## src/rtl/ccl_pkg.sv

```systemverilog
// constants, field layouts and carrier types of the clock synthesizer control block
// assumes a single pclk domain and an APB slave with 32-bit data
package ccl_pkg;
  localparam int          CCL_ADDR_W       = 12;
  localparam logic [11:0] CCL_CTRL_OFF     = 12'h000;
  localparam logic [11:0] CCL_STAT_OFF     = 12'h004;
  localparam logic [11:0] CCL_INT_STAT_OFF = 12'h008;
  localparam logic [11:0] CCL_INT_CLR_OFF  = 12'h00c;
  localparam logic [11:0] CCL_INT_EN_OFF   = 12'h010;

  // control register field positions
  localparam int CCL_MULT_LSB       = 12;
  localparam int CCL_LOSS_RST_BIT   = 11;
  localparam int CCL_DIV_LSB        = 8;
  localparam int CCL_DETECT_BIT     = 7;
  localparam int CCL_SETTLE_RST_BIT = 6;
  // status register field positions
  localparam int CCL_LOCK_BIT       = 0;
  localparam int CCL_STICKY_BIT     = 1;
  localparam int CCL_LOST_BIT       = 2;
  localparam int CCL_MODE_LSB       = 4;

  localparam logic [2:0] CCL_MULT_RST = 3'h2;
  localparam logic [2:0] CCL_DIV_RST  = 3'h1;
  localparam logic [4:0] CCL_MULT_BASE   = 5'h04;
  localparam logic [4:0] CCL_MULT_BYPASS = 5'h01;

  // interrupt event bits
  localparam int CCL_INT_W         = 3;
  localparam int CCL_EV_LOCK_LOST  = 0;
  localparam int CCL_EV_CLOCK_LOST = 1;
  localparam int CCL_EV_LOCK_GAIN  = 2;

  typedef enum logic [2:0] {
    CCL_NORMAL_PLL_MODE   = 3'b000,
    CCL_REFERENCE_MODE    = 3'b001,
    CCL_SELF_CLOCKED_MODE = 3'b010,
    CCL_STOP_MODE         = 3'b011,
    CCL_RELOCK_MODE       = 3'b100
  } ccl_mode_type;

  typedef struct packed {
    logic [2:0] feedback_multiplier;
    logic       clock_loss_reset_en;
    logic [2:0] sysclk_post_divider;
    logic       clock_loss_detect_en;
    logic       settle_loss_reset_en;
  } ccl_ctrl_type;

  localparam ccl_ctrl_type CCL_CTRL_RST = '{CCL_MULT_RST, 1'b0, CCL_DIV_RST, 1'b0, 1'b0};

  // analog side status, synchronous to pclk
  typedef struct packed {
    logic ref_ok;
    logic fb_ok;
    logic pll_locked;
  } ccl_clk_in_type;

  // chip level mode and stop request
  typedef struct packed {
    logic ext_mode;
    logic one_to_one;
    logic stop_req;
    logic stop_pll_off;
    logic stop_osc_off;
    logic fast_wakeup;
  } ccl_sys_in_type;
endpackage

```

## src/rtl/ccl_clock_ctrl.sv

```systemverilog
// clock synthesizer control: post-divider, loss-of-clock reset, stop mode sequencing
// assumes all inputs synchronous to pclk; pclk stands for the pll output
// Function
// - post-divider code divides by two to the code plus one
// - divider change leaves pll and lock untouched
// - new divider applies at system clock falling edge
// - loss reset enable ignored without detect enable
// - clock loss with enable resets immediately
// - external clock mode ignores loss reset enable
// - pll and osc off, no fast wakeup: self-clocked, then relock, then normal; fast wakeup goes straight to normal
// - pll off, osc on, no fast wakeup: wait relock, no reference; fast wakeup goes straight to normal
// - multiplier code gives four to eighteen times
//
// The register addresses and the APB slave port were left to the implementer.
module ccl_clock_ctrl #(
  parameter int ADDR_W = ccl_pkg::CCL_ADDR_W
) (
  // clock and reset
  input  wire logic                  pclk,
  input  wire logic                  presetn,
  // apb slave
  input  wire logic [ADDR_W-1:0]     paddr,
  input  wire logic                  psel,
  input  wire logic                  penable,
  input  wire logic                  pwrite,
  input  wire logic [31:0]           pwdata,
  output logic      [31:0]           prdata,
  output logic                       pready,
  output logic                       pslverr,
  // pll and system status
  input  wire ccl_pkg::ccl_clk_in_type clk_in,
  input  wire ccl_pkg::ccl_sys_in_type sys_in,
  // clock module outputs
  output logic                       sysclk,
  output logic      [4:0]            mult_factor,
  output logic                       pll_enable,
  output logic                       osc_enable,
  output logic                       sys_reset_req,
  output logic      [2:0]            mode,
  output logic                       irq
);
  import ccl_pkg::*;

  ccl_ctrl_type           ctrl_ff, nxt_ctrl;
  ccl_mode_type           state_ff, nxt_state;
  logic [CCL_INT_W-1:0]   int_stat_ff, nxt_int_stat;
  logic [CCL_INT_W-1:0]   int_en_ff, nxt_int_en;
  logic [31:0]            prdata_ff, nxt_prdata;
  logic                   pready_ff, nxt_pready;
  logic                   pslverr_ff, nxt_pslverr;
  logic                   irq_ff, nxt_irq;
  logic [2:0]             active_div_ff, nxt_active_div;
  logic [6:0]             cnt_ff, nxt_cnt;
  logic                   sysclk_ff, nxt_sysclk;
  logic                   lock_ff, nxt_lock;
  logic                   sticky_ff, nxt_sticky;
  logic                   lost_ff, nxt_lost;
  logic                   lost_ref_ff, nxt_lost_ref;
  logic                   lost_fb_ff, nxt_lost_fb;
  logic                   pll_off_ff, nxt_pll_off;
  logic                   osc_off_ff, nxt_osc_off;
  logic                   rst_ff, nxt_rst;
  logic [4:0]             mult_ff, nxt_mult;
  logic                   pll_en_ff, nxt_pll_en;
  logic                   osc_en_ff, nxt_osc_en;

  logic                   acc, wr_ctrl, wr_clr, wr_en, mapped;
  logic                   loss_rst_eff, loss_now, lock_fall;
  logic [6:0]             half_m1;
  logic [CCL_INT_W-1:0]   ev;

  // apb slave: answer registered in setup, so access completes with no wait state
  always_comb begin
    acc      = psel && penable && pready_ff;
    mapped   = (paddr == CCL_CTRL_OFF) || (paddr == CCL_STAT_OFF) ||
               (paddr == CCL_INT_STAT_OFF) || (paddr == CCL_INT_CLR_OFF) ||
               (paddr == CCL_INT_EN_OFF);
    wr_ctrl  = acc && pwrite && (paddr == CCL_CTRL_OFF);
    wr_clr   = acc && pwrite && (paddr == CCL_INT_CLR_OFF);
    wr_en    = acc && pwrite && (paddr == CCL_INT_EN_OFF);
    nxt_pready  = psel && !penable;
    nxt_pslverr = psel && !penable && !mapped;
    nxt_prdata  = 32'h0;
    if (psel && !penable && !pwrite) begin
      unique case (paddr)
        CCL_CTRL_OFF: begin
          nxt_prdata[CCL_MULT_LSB +: 3]     = ctrl_ff.feedback_multiplier;
          nxt_prdata[CCL_LOSS_RST_BIT]      = ctrl_ff.clock_loss_reset_en;
          nxt_prdata[CCL_DIV_LSB +: 3]      = ctrl_ff.sysclk_post_divider;
          nxt_prdata[CCL_DETECT_BIT]        = ctrl_ff.clock_loss_detect_en;
          nxt_prdata[CCL_SETTLE_RST_BIT]    = ctrl_ff.settle_loss_reset_en;
        end
        CCL_STAT_OFF: begin
          nxt_prdata[CCL_LOCK_BIT]          = lock_ff;
          nxt_prdata[CCL_STICKY_BIT]        = sticky_ff;
          nxt_prdata[CCL_LOST_BIT]          = lost_ff;
          nxt_prdata[CCL_MODE_LSB +: 3]     = state_ff;
        end
        CCL_INT_STAT_OFF: nxt_prdata[CCL_INT_W-1:0] = int_stat_ff;
        CCL_INT_EN_OFF:   nxt_prdata[CCL_INT_W-1:0] = int_en_ff;
        default:          nxt_prdata = 32'h0;
      endcase
    end
    nxt_ctrl = ctrl_ff;
    if (wr_ctrl) begin
      nxt_ctrl.feedback_multiplier  = pwdata[CCL_MULT_LSB +: 3];
      nxt_ctrl.clock_loss_reset_en  = pwdata[CCL_LOSS_RST_BIT];
      nxt_ctrl.sysclk_post_divider  = pwdata[CCL_DIV_LSB +: 3];
      nxt_ctrl.clock_loss_detect_en = pwdata[CCL_DETECT_BIT];
      nxt_ctrl.settle_loss_reset_en = pwdata[CCL_SETTLE_RST_BIT];
    end
    nxt_int_en = wr_en ? pwdata[CCL_INT_W-1:0] : int_en_ff;
  end

  // post-divider: half period of 2**code pll cycles, divider swapped at falling edge
  always_comb begin
    half_m1        = 7'((8'h01 << active_div_ff) - 8'h01);
    nxt_cnt        = cnt_ff + 7'h01;
    nxt_sysclk     = sysclk_ff;
    nxt_active_div = active_div_ff;
    if (cnt_ff >= half_m1) begin
      nxt_cnt    = 7'h00;
      nxt_sysclk = !sysclk_ff;
      if (sysclk_ff) begin
        nxt_active_div = ctrl_ff.sysclk_post_divider;
      end
    end
  end

  // mode sequencing across stop, lock and clock-loss tracking
  always_comb begin
    nxt_state    = state_ff;
    nxt_lost_ref = lost_ref_ff;
    nxt_lost_fb  = lost_fb_ff;
    nxt_pll_off  = pll_off_ff;
    nxt_osc_off  = osc_off_ff;
    nxt_sticky   = sticky_ff;
    loss_now     = 1'b0;
    unique case (state_ff)
      CCL_NORMAL_PLL_MODE: begin
        loss_now = ctrl_ff.clock_loss_detect_en && (!clk_in.ref_ok || !clk_in.fb_ok);
        if (sys_in.stop_req) begin
          nxt_state    = CCL_STOP_MODE;
          nxt_pll_off  = sys_in.stop_pll_off;
          nxt_osc_off  = sys_in.stop_osc_off;
          nxt_lost_ref = 1'b0;
          nxt_lost_fb  = 1'b0;
        end
      end
      CCL_STOP_MODE: begin
        if (!osc_off_ff && !clk_in.ref_ok) nxt_lost_ref = 1'b1;
        if (!pll_off_ff && !clk_in.fb_ok)  nxt_lost_fb  = 1'b1;
        if (!sys_in.stop_req) begin
          if (lost_ref_ff) begin
            nxt_state  = CCL_SELF_CLOCKED_MODE;
            loss_now   = 1'b1;
            nxt_sticky = 1'b0;
          end else if (lost_fb_ff) begin
            nxt_state  = CCL_REFERENCE_MODE;
            loss_now   = 1'b1;
            nxt_sticky = 1'b0;
          end else if (pll_off_ff && sys_in.fast_wakeup) begin
            nxt_state  = CCL_NORMAL_PLL_MODE;
          end else if (pll_off_ff && osc_off_ff) begin
            nxt_state  = CCL_SELF_CLOCKED_MODE;
          end else if (pll_off_ff) begin
            nxt_state  = CCL_RELOCK_MODE;
          end else begin
            nxt_state  = CCL_NORMAL_PLL_MODE;
          end
        end
      end
      CCL_SELF_CLOCKED_MODE: begin
        if (clk_in.ref_ok) nxt_state = CCL_RELOCK_MODE;
      end
      CCL_REFERENCE_MODE, CCL_RELOCK_MODE: begin
        if (clk_in.fb_ok && clk_in.pll_locked) nxt_state = CCL_NORMAL_PLL_MODE;
      end
      default: nxt_state = CCL_NORMAL_PLL_MODE;
    endcase
    nxt_lock = clk_in.pll_locked && (nxt_state != CCL_SELF_CLOCKED_MODE) &&
               !(nxt_state == CCL_STOP_MODE && nxt_pll_off);
    lock_fall = lock_ff && !nxt_lock;
    if (lock_fall) nxt_sticky = 1'b0;
    if (nxt_lock && !lock_ff && nxt_state == CCL_NORMAL_PLL_MODE) nxt_sticky = 1'b1;
    // a new loss wins over a clearing write
    nxt_lost = lost_ff;
    if (wr_ctrl && !pwdata[CCL_DETECT_BIT]) nxt_lost = 1'b0;
    if (loss_now) nxt_lost = 1'b1;
    loss_rst_eff = ctrl_ff.clock_loss_detect_en && ctrl_ff.clock_loss_reset_en &&
                   !sys_in.ext_mode;
    nxt_rst = (loss_rst_eff && (nxt_lost ||
               (state_ff == CCL_STOP_MODE && pll_off_ff))) ||
              (ctrl_ff.settle_loss_reset_en && lock_fall &&
               state_ff == CCL_NORMAL_PLL_MODE);
    nxt_pll_en = !(nxt_state == CCL_STOP_MODE && nxt_pll_off);
    nxt_osc_en = !(nxt_state == CCL_STOP_MODE && nxt_osc_off);
    if (sys_in.ext_mode || sys_in.one_to_one) begin
      nxt_mult = CCL_MULT_BYPASS;
    end else begin
      nxt_mult = 5'({1'b0, ctrl_ff.feedback_multiplier, 1'b0}) + CCL_MULT_BASE;
    end
  end

  // sticky interrupt status, set wins over clear
  always_comb begin
    ev                    = '0;
    ev[CCL_EV_LOCK_LOST]  = lock_fall;
    ev[CCL_EV_CLOCK_LOST] = loss_now && !lost_ff;
    ev[CCL_EV_LOCK_GAIN]  = nxt_lock && !lock_ff;
    nxt_int_stat = int_stat_ff;
    if (wr_clr) nxt_int_stat = int_stat_ff & ~pwdata[CCL_INT_W-1:0];
    nxt_int_stat = nxt_int_stat | ev;
    nxt_irq      = |(nxt_int_stat & nxt_int_en);
  end

  always_ff @(posedge pclk or negedge presetn) begin
    if (!presetn) begin
      ctrl_ff       <= CCL_CTRL_RST;
      state_ff      <= CCL_NORMAL_PLL_MODE;
      int_stat_ff   <= '0;
      int_en_ff     <= '0;
      prdata_ff     <= 32'h0;
      pready_ff     <= 1'b0;
      pslverr_ff    <= 1'b0;
      irq_ff        <= 1'b0;
      active_div_ff <= CCL_DIV_RST;
      cnt_ff        <= 7'h00;
      sysclk_ff     <= 1'b0;
      lock_ff       <= 1'b0;
      sticky_ff     <= 1'b0;
      lost_ff       <= 1'b0;
      lost_ref_ff   <= 1'b0;
      lost_fb_ff    <= 1'b0;
      pll_off_ff    <= 1'b0;
      osc_off_ff    <= 1'b0;
      rst_ff        <= 1'b0;
      mult_ff       <= CCL_MULT_BYPASS;
      pll_en_ff     <= 1'b1;
      osc_en_ff     <= 1'b1;
    end else begin
      ctrl_ff       <= nxt_ctrl;
      state_ff      <= nxt_state;
      int_stat_ff   <= nxt_int_stat;
      int_en_ff     <= nxt_int_en;
      prdata_ff     <= nxt_prdata;
      pready_ff     <= nxt_pready;
      pslverr_ff    <= nxt_pslverr;
      irq_ff        <= nxt_irq;
      active_div_ff <= nxt_active_div;
      cnt_ff        <= nxt_cnt;
      sysclk_ff     <= nxt_sysclk;
      lock_ff       <= nxt_lock;
      sticky_ff     <= nxt_sticky;
      lost_ff       <= nxt_lost;
      lost_ref_ff   <= nxt_lost_ref;
      lost_fb_ff    <= nxt_lost_fb;
      pll_off_ff    <= nxt_pll_off;
      osc_off_ff    <= nxt_osc_off;
      rst_ff        <= nxt_rst;
      mult_ff       <= nxt_mult;
      pll_en_ff     <= nxt_pll_en;
      osc_en_ff     <= nxt_osc_en;
    end
  end

  assign prdata        = prdata_ff;
  assign pready        = pready_ff;
  assign pslverr       = pslverr_ff;
  assign sysclk        = sysclk_ff;
  assign mult_factor   = mult_ff;
  assign pll_enable    = pll_en_ff;
  assign osc_enable    = osc_en_ff;
  assign sys_reset_req = rst_ff;
  assign mode          = state_ff;
  assign irq           = irq_ff;

  // helper: cycles the system clock has been high
  logic [7:0] hi_cnt_ff;
  always_ff @(posedge pclk or negedge presetn) begin
    if (!presetn) begin
      hi_cnt_ff <= 8'h00;
    end else begin
      hi_cnt_ff <= sysclk_ff ? hi_cnt_ff + 8'h01 : 8'h00;
    end
  end
endmodule

```

## config.mk

```make
export PLATFORM = sky130hd
export DESIGN_NAME = ccl_clock_ctrl
export DESIGN_NICKNAME = d
export VERILOG_FILES = /design/src/rtl/ccl_pkg.sv /design/src/rtl/ccl_clock_ctrl.sv
export SDC_FILE = /design/constraint.sdc
export NUM_CORES = 1
export LEC_CHECK = 0
export BUFFER_PORTS_ARGS = -buffer_cell sky130_fd_sc_hd__buf_2
export CORE_UTILIZATION = 35
export DETAILED_ROUTE_END_ITERATION = 12
export SYNTH_ARGS = -nofsm -noshare
export SYNTH_HDL_FRONTEND = slang
export SYNTH_SLANG_ARGS = --single-unit
```

## constraint.sdc

```tcl
create_clock -name pclk -period 7.6 [get_ports pclk]
set_input_delay 1.14 -clock pclk [delete_from_list [all_inputs] [get_ports pclk]]
set_output_delay 1.14 -clock pclk [all_outputs]
set_load 0.02 [all_outputs]
```

==> summary.md, run 1 <==
| Metric | Value |
|---|---|
| Number of max-cap violations | 0 |
| CP endpoint kind | register |
| Area after DPL | 3410 um^2 |
| DR iter-0 viols | 104 |
| Post-route setup TNS | 0 ps |
| Row count | 33 |
| Core area | 8300 um^2 |
| Clk Latency, worst-skew pair | 330 ps |
| Seq/Total Area, Yosys | about half |
| Unrepaired setup endpoints after global routing | false |
| Crit-path cells | or3_1, ha_1, xor2_1, nor2_1, a21oi_1, ha_1, o21a_1, o21a_1, a311o_1, nand2_4, mux2_2 |
| Final instance area | 3580 um^2 |
| Crit path max-delay cell type | a311o_1 |
| Period utilization | 40.2% |
| Number of synthesized flops with an enable pin | 0 |
| Fraction of registers with async set/reset | 100% |
| Peak VDD IR | roughly 0.00013 V |
| Total Wirelength | slightly above 6000 um |
| Cell Area, Synth | 3040 um^2 |
| Crit path DAT | 3270 ps |
| Post-synthesis xor/xnor area fraction | 2.30% |
| Total CTS buffers | 9 |
| Critical Path RT | between 7000 and 8000 ps |
| Synth unique cells | 58 |
| Total GRT Usage | about 15% |
| Max_slew headroom | between 40% and 50% |
| Fillers | 837 |
| Routed WL per cell | 13.4 um |
| Gpl congestion | between 0.8 and 0.9 |
| Min Tclk post-route | about 3100 ps |
| Crit path max-delay family | compound AO/OA/AOI/OAI gates |
| I/O Pins | roughly 110 |
| Vias/cell | 4.71 |
| Post-DRT Antenna Nets | 0 |
| Synth Area in Adders | 4.11% |
| Status | completed |
| Max incr delay on CP | 480 ps |
| Root Buffer | clkbuf_8 |
| Worst Hold Class | register to register |
| Final setup viols | 0 |
| Synth Area in Compound Gates | a little under a tenth |
| Fin nets | 417 |
| Crit Path Class | register to register |
| Synth warn | 0 |
| DP Wirelength | about 4500 um |
| Worst Setup Start Kind | register |
| Pwr Density | between 200 and 250 nW/um^2 |
| Post-Syn Instances | 278 |
| Clk pin slew, worst setup/hold paths | ~60 ps |
| TritonCTS Sinks | 61 |
| Post-CTS setup buffers | 0 |
| Area taken by multi-input logic gates | 1350 um^2 |
| Fin util | 43.2% |
| Die Height | 95.2 um |
| DIE AREA | 9070 um^2 |
| Commonest non-fill, non-tap cells in the layout | 66 x buf_2, 55 x dfrtp_1, 24 x nor2_1 |
| Worst hold slack | between 400 and 500 ps |
| Post-cts resize count | 0 |
| Hold Fails Final Rpt | 0 |
| Final clock skew | 13.0 ps |
| Initial antenna violation count | 0 |
| First-pass GRT wire length | 10200 um |
| 1st-pass router iterations | 4 |
| Commonest non-fill, non-tap cell in the layout | buf_2 |
| Vias in the first global route | between 2000 and 2500 |
| Grt ovf | 0 |
| Largest family of logic cells by synthesized area | simple AND/OR/NAND/NOR gates |
| Sequential cell area | 1530 um^2 |
| Post-route DRC | 0 |
| Mean Syn Cell Area | 10.9 um^2 |
| DP Cell Count | 443 |
| WP buf/inv | 0 |
| Starting Density | 36.7% |
| Buffers on Ports | 66 |
| Final-report max-slew violation count | 0 |
| Finished Layout Cells | 459 |
| Mux cell area share after synthesis | under 10% |
| Share of layout cells above drive strength 1 | 32.2% |
| CTS max path bufs | 2 |
| Synth Flop Type | dfrtp_1 |
| Simple-gate portion of the synthesized area | 19.7% |
| Synth-to-layout area growth | 17.9% |
| Hold buffer count at CTS | 0 |
| Largest net degree at the start of global routing | 62 |
| CTS tree | yes |
| Vias | 2160 |
| Yosys reg bits | a little over 60 |
| H-tree depth | 3 |
| CP max FO | 9 |
| Worst slew pin tran | 829 ps |
| Inserted Diodes | 0 |
| Die boundary width | 95.2 um |
| Max frequency | 0.327 GHz |
| Lkg Pwr | 1.82 nW |
[cells in the mapped netlist (all sizes together), types with 2 or more instances]
| master | n | area, um^2 |
|---|---|---|
| o21a | 3 | 22.5 |
| o31ai | 2 | 15.0 |
| a21oi | 7 | 35.0 |
| nor2b | 5 | 31.3 |
| nand3 | 11 | 85.1 |
| dfrtp | 55 | 1380 |
| buf | 21 | 153 |
| a31oi | 2 | 12.5 |
| nand2 | 19 | 78.8 |
| xnor2 | 3 | 26.3 |
| nand2b | 5 | 31.3 |
| ha | 10 | 125 |
| a311o | 2 | 20.0 |
| dfstp | 6 | 158 |
| o41ai | 2 | 25.0 |
| mux2i | 3 | 30.0 |
| o221ai | 2 | 23.8 |
| xor2 | 5 | 43.8 |
| or3 | 2 | 12.5 |
| nor2 | 26 | 113 |
| nor4 | 2 | 27.5 |
| and3 | 11 | 68.8 |
| clkbuf | 4 | 17.5 |
| inv | 15 | 56.3 |
| a22oi | 3 | 22.5 |
| o21ai | 8 | 40.0 |
| nor3 | 3 | 20.0 |
| nand4 | 2 | 12.5 |
| and2 | 9 | 56.3 |
| mux2 | 14 | 161 |
[worst reg2reg max path, delay by kind of cell (launching register included)]
kind | cells | cell delay [ps]
flip-flops | 1 | 440
AO/OA/AOI/OAI | 4 | 750
multiplexers | 1 | 330
XOR/XNOR | 1 | 170
adder cells (fa/ha/maj) | 2 | 570
AND/OR/NAND/NOR | 3 | 680
[sequential cells by signal (all words and copies together), names as in the netlist, 3 cells and up]
| register | flops |
|---|---|
| mode | 3 |
| mult_factor | 5 |
| ctrl_ff | 9 |
| active_div_ff | 3 |
| prdata | 14 |
| cnt_ff | 7 |
| int_en_ff | 3 |
| int_stat_ff | 3 |
[logic make-up after synthesis]
| logic type | count (synthesis) |
|---|---|
| AO/OA/AOI/OAI | 39 |
| flip-flops | 61 |
| XOR/XNOR | 8 |
| adder cells (fa/ha/maj) | 10 |
| multiplexers | 17 |
| buffers and inverters | 40 |
| AND/OR/NAND/NOR | 102 |
| other | 1 |
[through the flow]
step | setup slack, ps | power (mW)
floorplan | 4720 | 0.514
global placement | 4500 | 0.565
CTS | 4530 | 0.828
detailed placement | 4500 | 0.567
finish | 4540 | 0.817
global route | 4360 | 0.868
[layout make-up]
type	instances	share of cell area (%)
clock buffer	14	4.54
clock inverter	2	0.279
inverter	15	1.57
multi-input combinational	194	37.5
sequential	61	42.8
tap	105	3.66
timing repair buffer	68	9.63
[power by group]
group	internal (mW)	switching, mW
clock network	0.136	0.121
registers	0.358	0.0358
logic	0.0645	0.103
total	0.558	0.260
[per-layer routing]
metal  routed length [um]  part of all wire, %  global-route usage (%)  vias up
li1                     -                    -                       -     1076
met1                 2750                   45                    19.4     1015
met2                 3000                   49                    23.6       67
met3                  348                  5.7                    5.74        2
met4                   35                 0.57                    5.05        0
met5                    0                    0                       0        -
[final timing paths]
path | slack (ps) | from | end | cells past startpoint
setup reg to reg | 4540 | active_div_ff[1] | active_div_ff[2] | 11
hold / removal | 490 | cnt_ff[0] | cnt_ff[0] | 1
hold reg to reg | 490 | cnt_ff[0] | cnt_ff[0] | 1
min in group asynchronous | 950 | presetn | int_en_ff[2] | 2
max in group asynchronous | 6130 | presetn | prdata[4] | 2
setup / recovery | 4540 | active_div_ff[1] | active_div_ff[2] | 11
Note: power is estimated with default switching activity, not from simulation.
==> inputs of run 2 (changes only) <==
--- a/config.mk
+++ b/config.mk
@@ -5,6 +5,7 @@
 export SDC_FILE = /design/constraint.sdc
 export NUM_CORES = 1
 export LEC_CHECK = 0
+export ABC_AREA = 1
 export BUFFER_PORTS_ARGS = -buffer_cell sky130_fd_sc_hd__buf_2
 export CORE_UTILIZATION = 35
 export DETAILED_ROUTE_END_ITERATION = 12
==> constraint.sdc (replaced) <==
create_clock -name pclk -period 2.65 [get_ports pclk]
set_input_delay 0.3975 -clock pclk [delete_from_list [all_inputs] [get_ports pclk]]
set_output_delay 0.3975 -clock pclk [all_outputs]
set_load 0.02 [all_outputs]
==> run 2 against run 1 <==
  * Critical path depth grew 3
  * Global-route usage decreased by 0.16 points
  * Non-clock buffer count is 3 higher
  * Routed wire length rose by 9.6%
==> summary.md, run 2 <==
| Metric | Value |
|---|---|
| Status | completed |
| Lkg Pwr | 2.05 nW |
| Total GRT Usage | 15.0% |
| DIE AREA | ~9500 um^2 |
| Seq/Total Area, Yosys | 48.1% |
| Worst reg-to-reg path cell count | 14 |
| Final-report max-slew violation count | 0 |
| WP buf/inv | 2 |
| CP max FO | 6 |
| Vias/cell | about 4.5 |
| Mean Syn Cell Area | 8.74 um^2 |
| Starting Density | 36.4% |
| Root Buffer | clkbuf_8 |
| Row count | 34 |
| Vias | 2504 |
| Max FFs per register | 14 |
| Hold buffer count at CTS | 0 |
| Share of layout cells above drive strength 1 | a little under a third |
| Fraction of registers with async set/reset | between 90% and 100% |
| Post-route DRC | 0 |
| Initial antenna violation count | 0 |
| Clk network pwr share | 32.7% |
| TritonCTS Sinks | slightly above 60 |
| Buffers on Ports | 66 |
| Number of synthesized flops with an enable pin | 0 |
| Share of the synthesized area in the top cell type | 43.2% |
| Crit-path cells | nor2_1, nand2_1, ha_1, inv_1, a22oi_1, o211ai_1, ha_1, nand2_2, inv_1, nand4_1, o2111ai_4, nand2_2, nand2_1, o21ai_0 |
| Net Sw Frac | 33.5% |
| Vias in the first global route | about 2500 |
| I/O Pins | 105 |
| Combinational power share | 23.1% |
| Gpl congestion | approximately 0.8 |
| Worst reg2reg endpoint | active_div_ff[1] |
| Routed WL per cell | about 12 um |
| Synth unique cells | 40 |
| Pwr Density | 659 nW/um^2 |
| Total power | between 2 and 3 mW |
| Post-route setup TNS | 0 ps |
| Yosys reg bits | 61 |
| Min Tclk post-route | 2470 ps |
| Sequential share of power | between 40% and 50% |
| Worst Setup Start Kind | register |
| H-tree depth | 3 |
| DR iter-0 viols | 95 |
| Top post-synthesis cells by area | dfrtp_1 43%, nand2_1 8.6%, inv_1 5.5% |
| Final clock skew | 5.73 ps |
| Largest net degree at the start of global routing | 62 |
| Internal power | 1.68 mW |
| CTS tree | yes |
| Top-count cell post-synth | nand2_1 |
| Max incr delay on CP | 550 ps |
| Crit path max-delay cell type | dfstp_2 |
| Period utilization | 93.0% |
| Worst Hold Class | input port to asynchronous set/reset pin |
| Clk Latency, worst-skew pair | 340 ps |
| Cell Area, Synth | 3190 um^2 |
| Max frequency | 0.406 GHz |
| Grt ovf | 0 |
| Synth warn | 0 |
| Die boundary width | ~97 um |
| Post-Syn Instances | 365 |
| Core area | 8760 um^2 |
| Final setup viols | 0 |
| Yosys top cell by area | dfrtp_1 |
| Hold Fails Final Rpt | 0 |
| Area after DPL | 3600 um^2 |
| Finished Layout Cells | between 500 and 600 |
| Worst hold slack | 54.5 ps |
| Die Height | 97.5 um |
| Peak VDD IR | 0.000467 V |
| Crit path max-delay family | simple AND/OR/NAND/NOR gates |
| First-pass GRT wire length | 11200 um |
| Synth-to-layout area growth | 20.3% |
| Commonest cells in the netlist | 73 x nand2_1, 55 x dfrtp_1, 47 x inv_1 |
| Psw | 0.846 mW |
| DP Cell Count | between 500 and 600 |
| Commonest non-fill, non-tap cells in the layout | 71 x nand2_1, 66 x buf_2, 55 x dfrtp_1 |
| Commonest non-fill, non-tap cell in the layout | nand2_1 |
| Post-DRT Antenna Nets | 0 |
| Crit Path Class | register to register |
| Total CTS buffers | 9 |
| CP endpoint kind | register |
| 1st-pass router iterations | 4 |
| Fin nets | 510 |
| DP Wirelength | 4990 um |
| Total Wirelength | 6730 um |
| Critical Path RT | 2870 ps |
| Crit path DAT | roughly 2700 ps |
| CTS max path bufs | 2 |
| Number of max-cap violations | 0 |
| Clk pin slew, worst setup/hold paths | 60 ps |
| Crit path depth | 14 |
| Inserted Diodes | 0 |
| Synth Flop Type | dfrtp_1 |
| Final instance area | 3840 um^2 |
| Crit Reg-Reg Startpoint | active_div_ff[0] |
| R2r setup slk | 180 ps |
[run 2: cell types whose count changed after synthesis, sizes merged, moves of 11 or more]
cell,delta
nand2,+69
and3,-11
nor2,+15
mux2,-14
o21ai,+14
inv,+39
[run 2: what timing repair did]
action,CTS,global route
setup buffers,0,1
endpoints found under the setup margin,0,5
resized for setup,0,6
[run 2: how the worst max path moves through the flow]
stage,to,from
floorplan,active_div_ff[1],active_div_ff[0]
global placement,active_div_ff[1],active_div_ff[0]
detailed placement,active_div_ff[1],active_div_ff[0]
CTS,active_div_ff[1],active_div_ff[0]
global route,active_div_ff[2],active_div_ff[0]
finish,active_div_ff[1],active_div_ff[0]
[run 2: worst reg2reg max path: cells and delay by family (launching register included)]
| kind | cells | cell delay, ps |
|---|---|---|
| AOI/OAI and AO/OA | 4 | 500 |
| adders and majority gates | 2 | 510 |
| buffers and inverters | 2 | 150 |
| DFF | 1 | 550 |
| and+or+nand+nor | 6 | 620 |
[run 2: routing by layer]
metal | share of wire, % | track usage (%) | vias to the layer above
met2 | 50 | 25.2 | 58
met1 | 44 | 18.4 | 1155
li1 | - | - | 1280
met3 | 4.3 | 3.96 | 11
met4 | 1.4 | 5.77 | 0
met5 | 0 | 0 | -
[run 2: final cells by class]
cell class / instances / area [um^2]
clock buffer: 16 / 200
sequential: 61 / 1530
tap: 108 / 135
fill: 899 / 4930
timing repair buffer: 71 / 380
multi-input combinational: 245 / 1380
inverter: 54 / 203
[run 2: power groups by stage]
| stage | clock network, mW | logic, mW | registers, mW |
|---|---|---|---|
| floorplan | 0 | 0.445 | 1.14 |
| global placement | 0 | 0.582 | 1.13 |
| detailed placement | 0 | 0.591 | 1.13 |
| CTS | 0.854 | 0.595 | 1.12 |
| global route | 0.894 | 0.647 | 1.13 |
| finish | 0.827 | 0.584 | 1.12 |
[run 2: kinds of logic after synthesis]
kind of cell | Yosys count | synth area share, %
and+or+nand+nor | 176 | 28.6
buffers and inverters | 76 | 11.5
DFF | 61 | 48.1
AOI/OAI and AO/OA | 37 | 6.75
adders and majority gates | 10 | 3.92
xor gates and xnor gates | 4 | 1.10
other | 1 | 0.118
[run 2: per-stage QoR]
stage                     utilization, %  setup slack (ps)
after floorplan                        -               369
after global placement              41.1               190
after detailed placement            41.1               117
after CTS                           43.3               107
after global routing                43.8             -15.1
final                               43.8               185
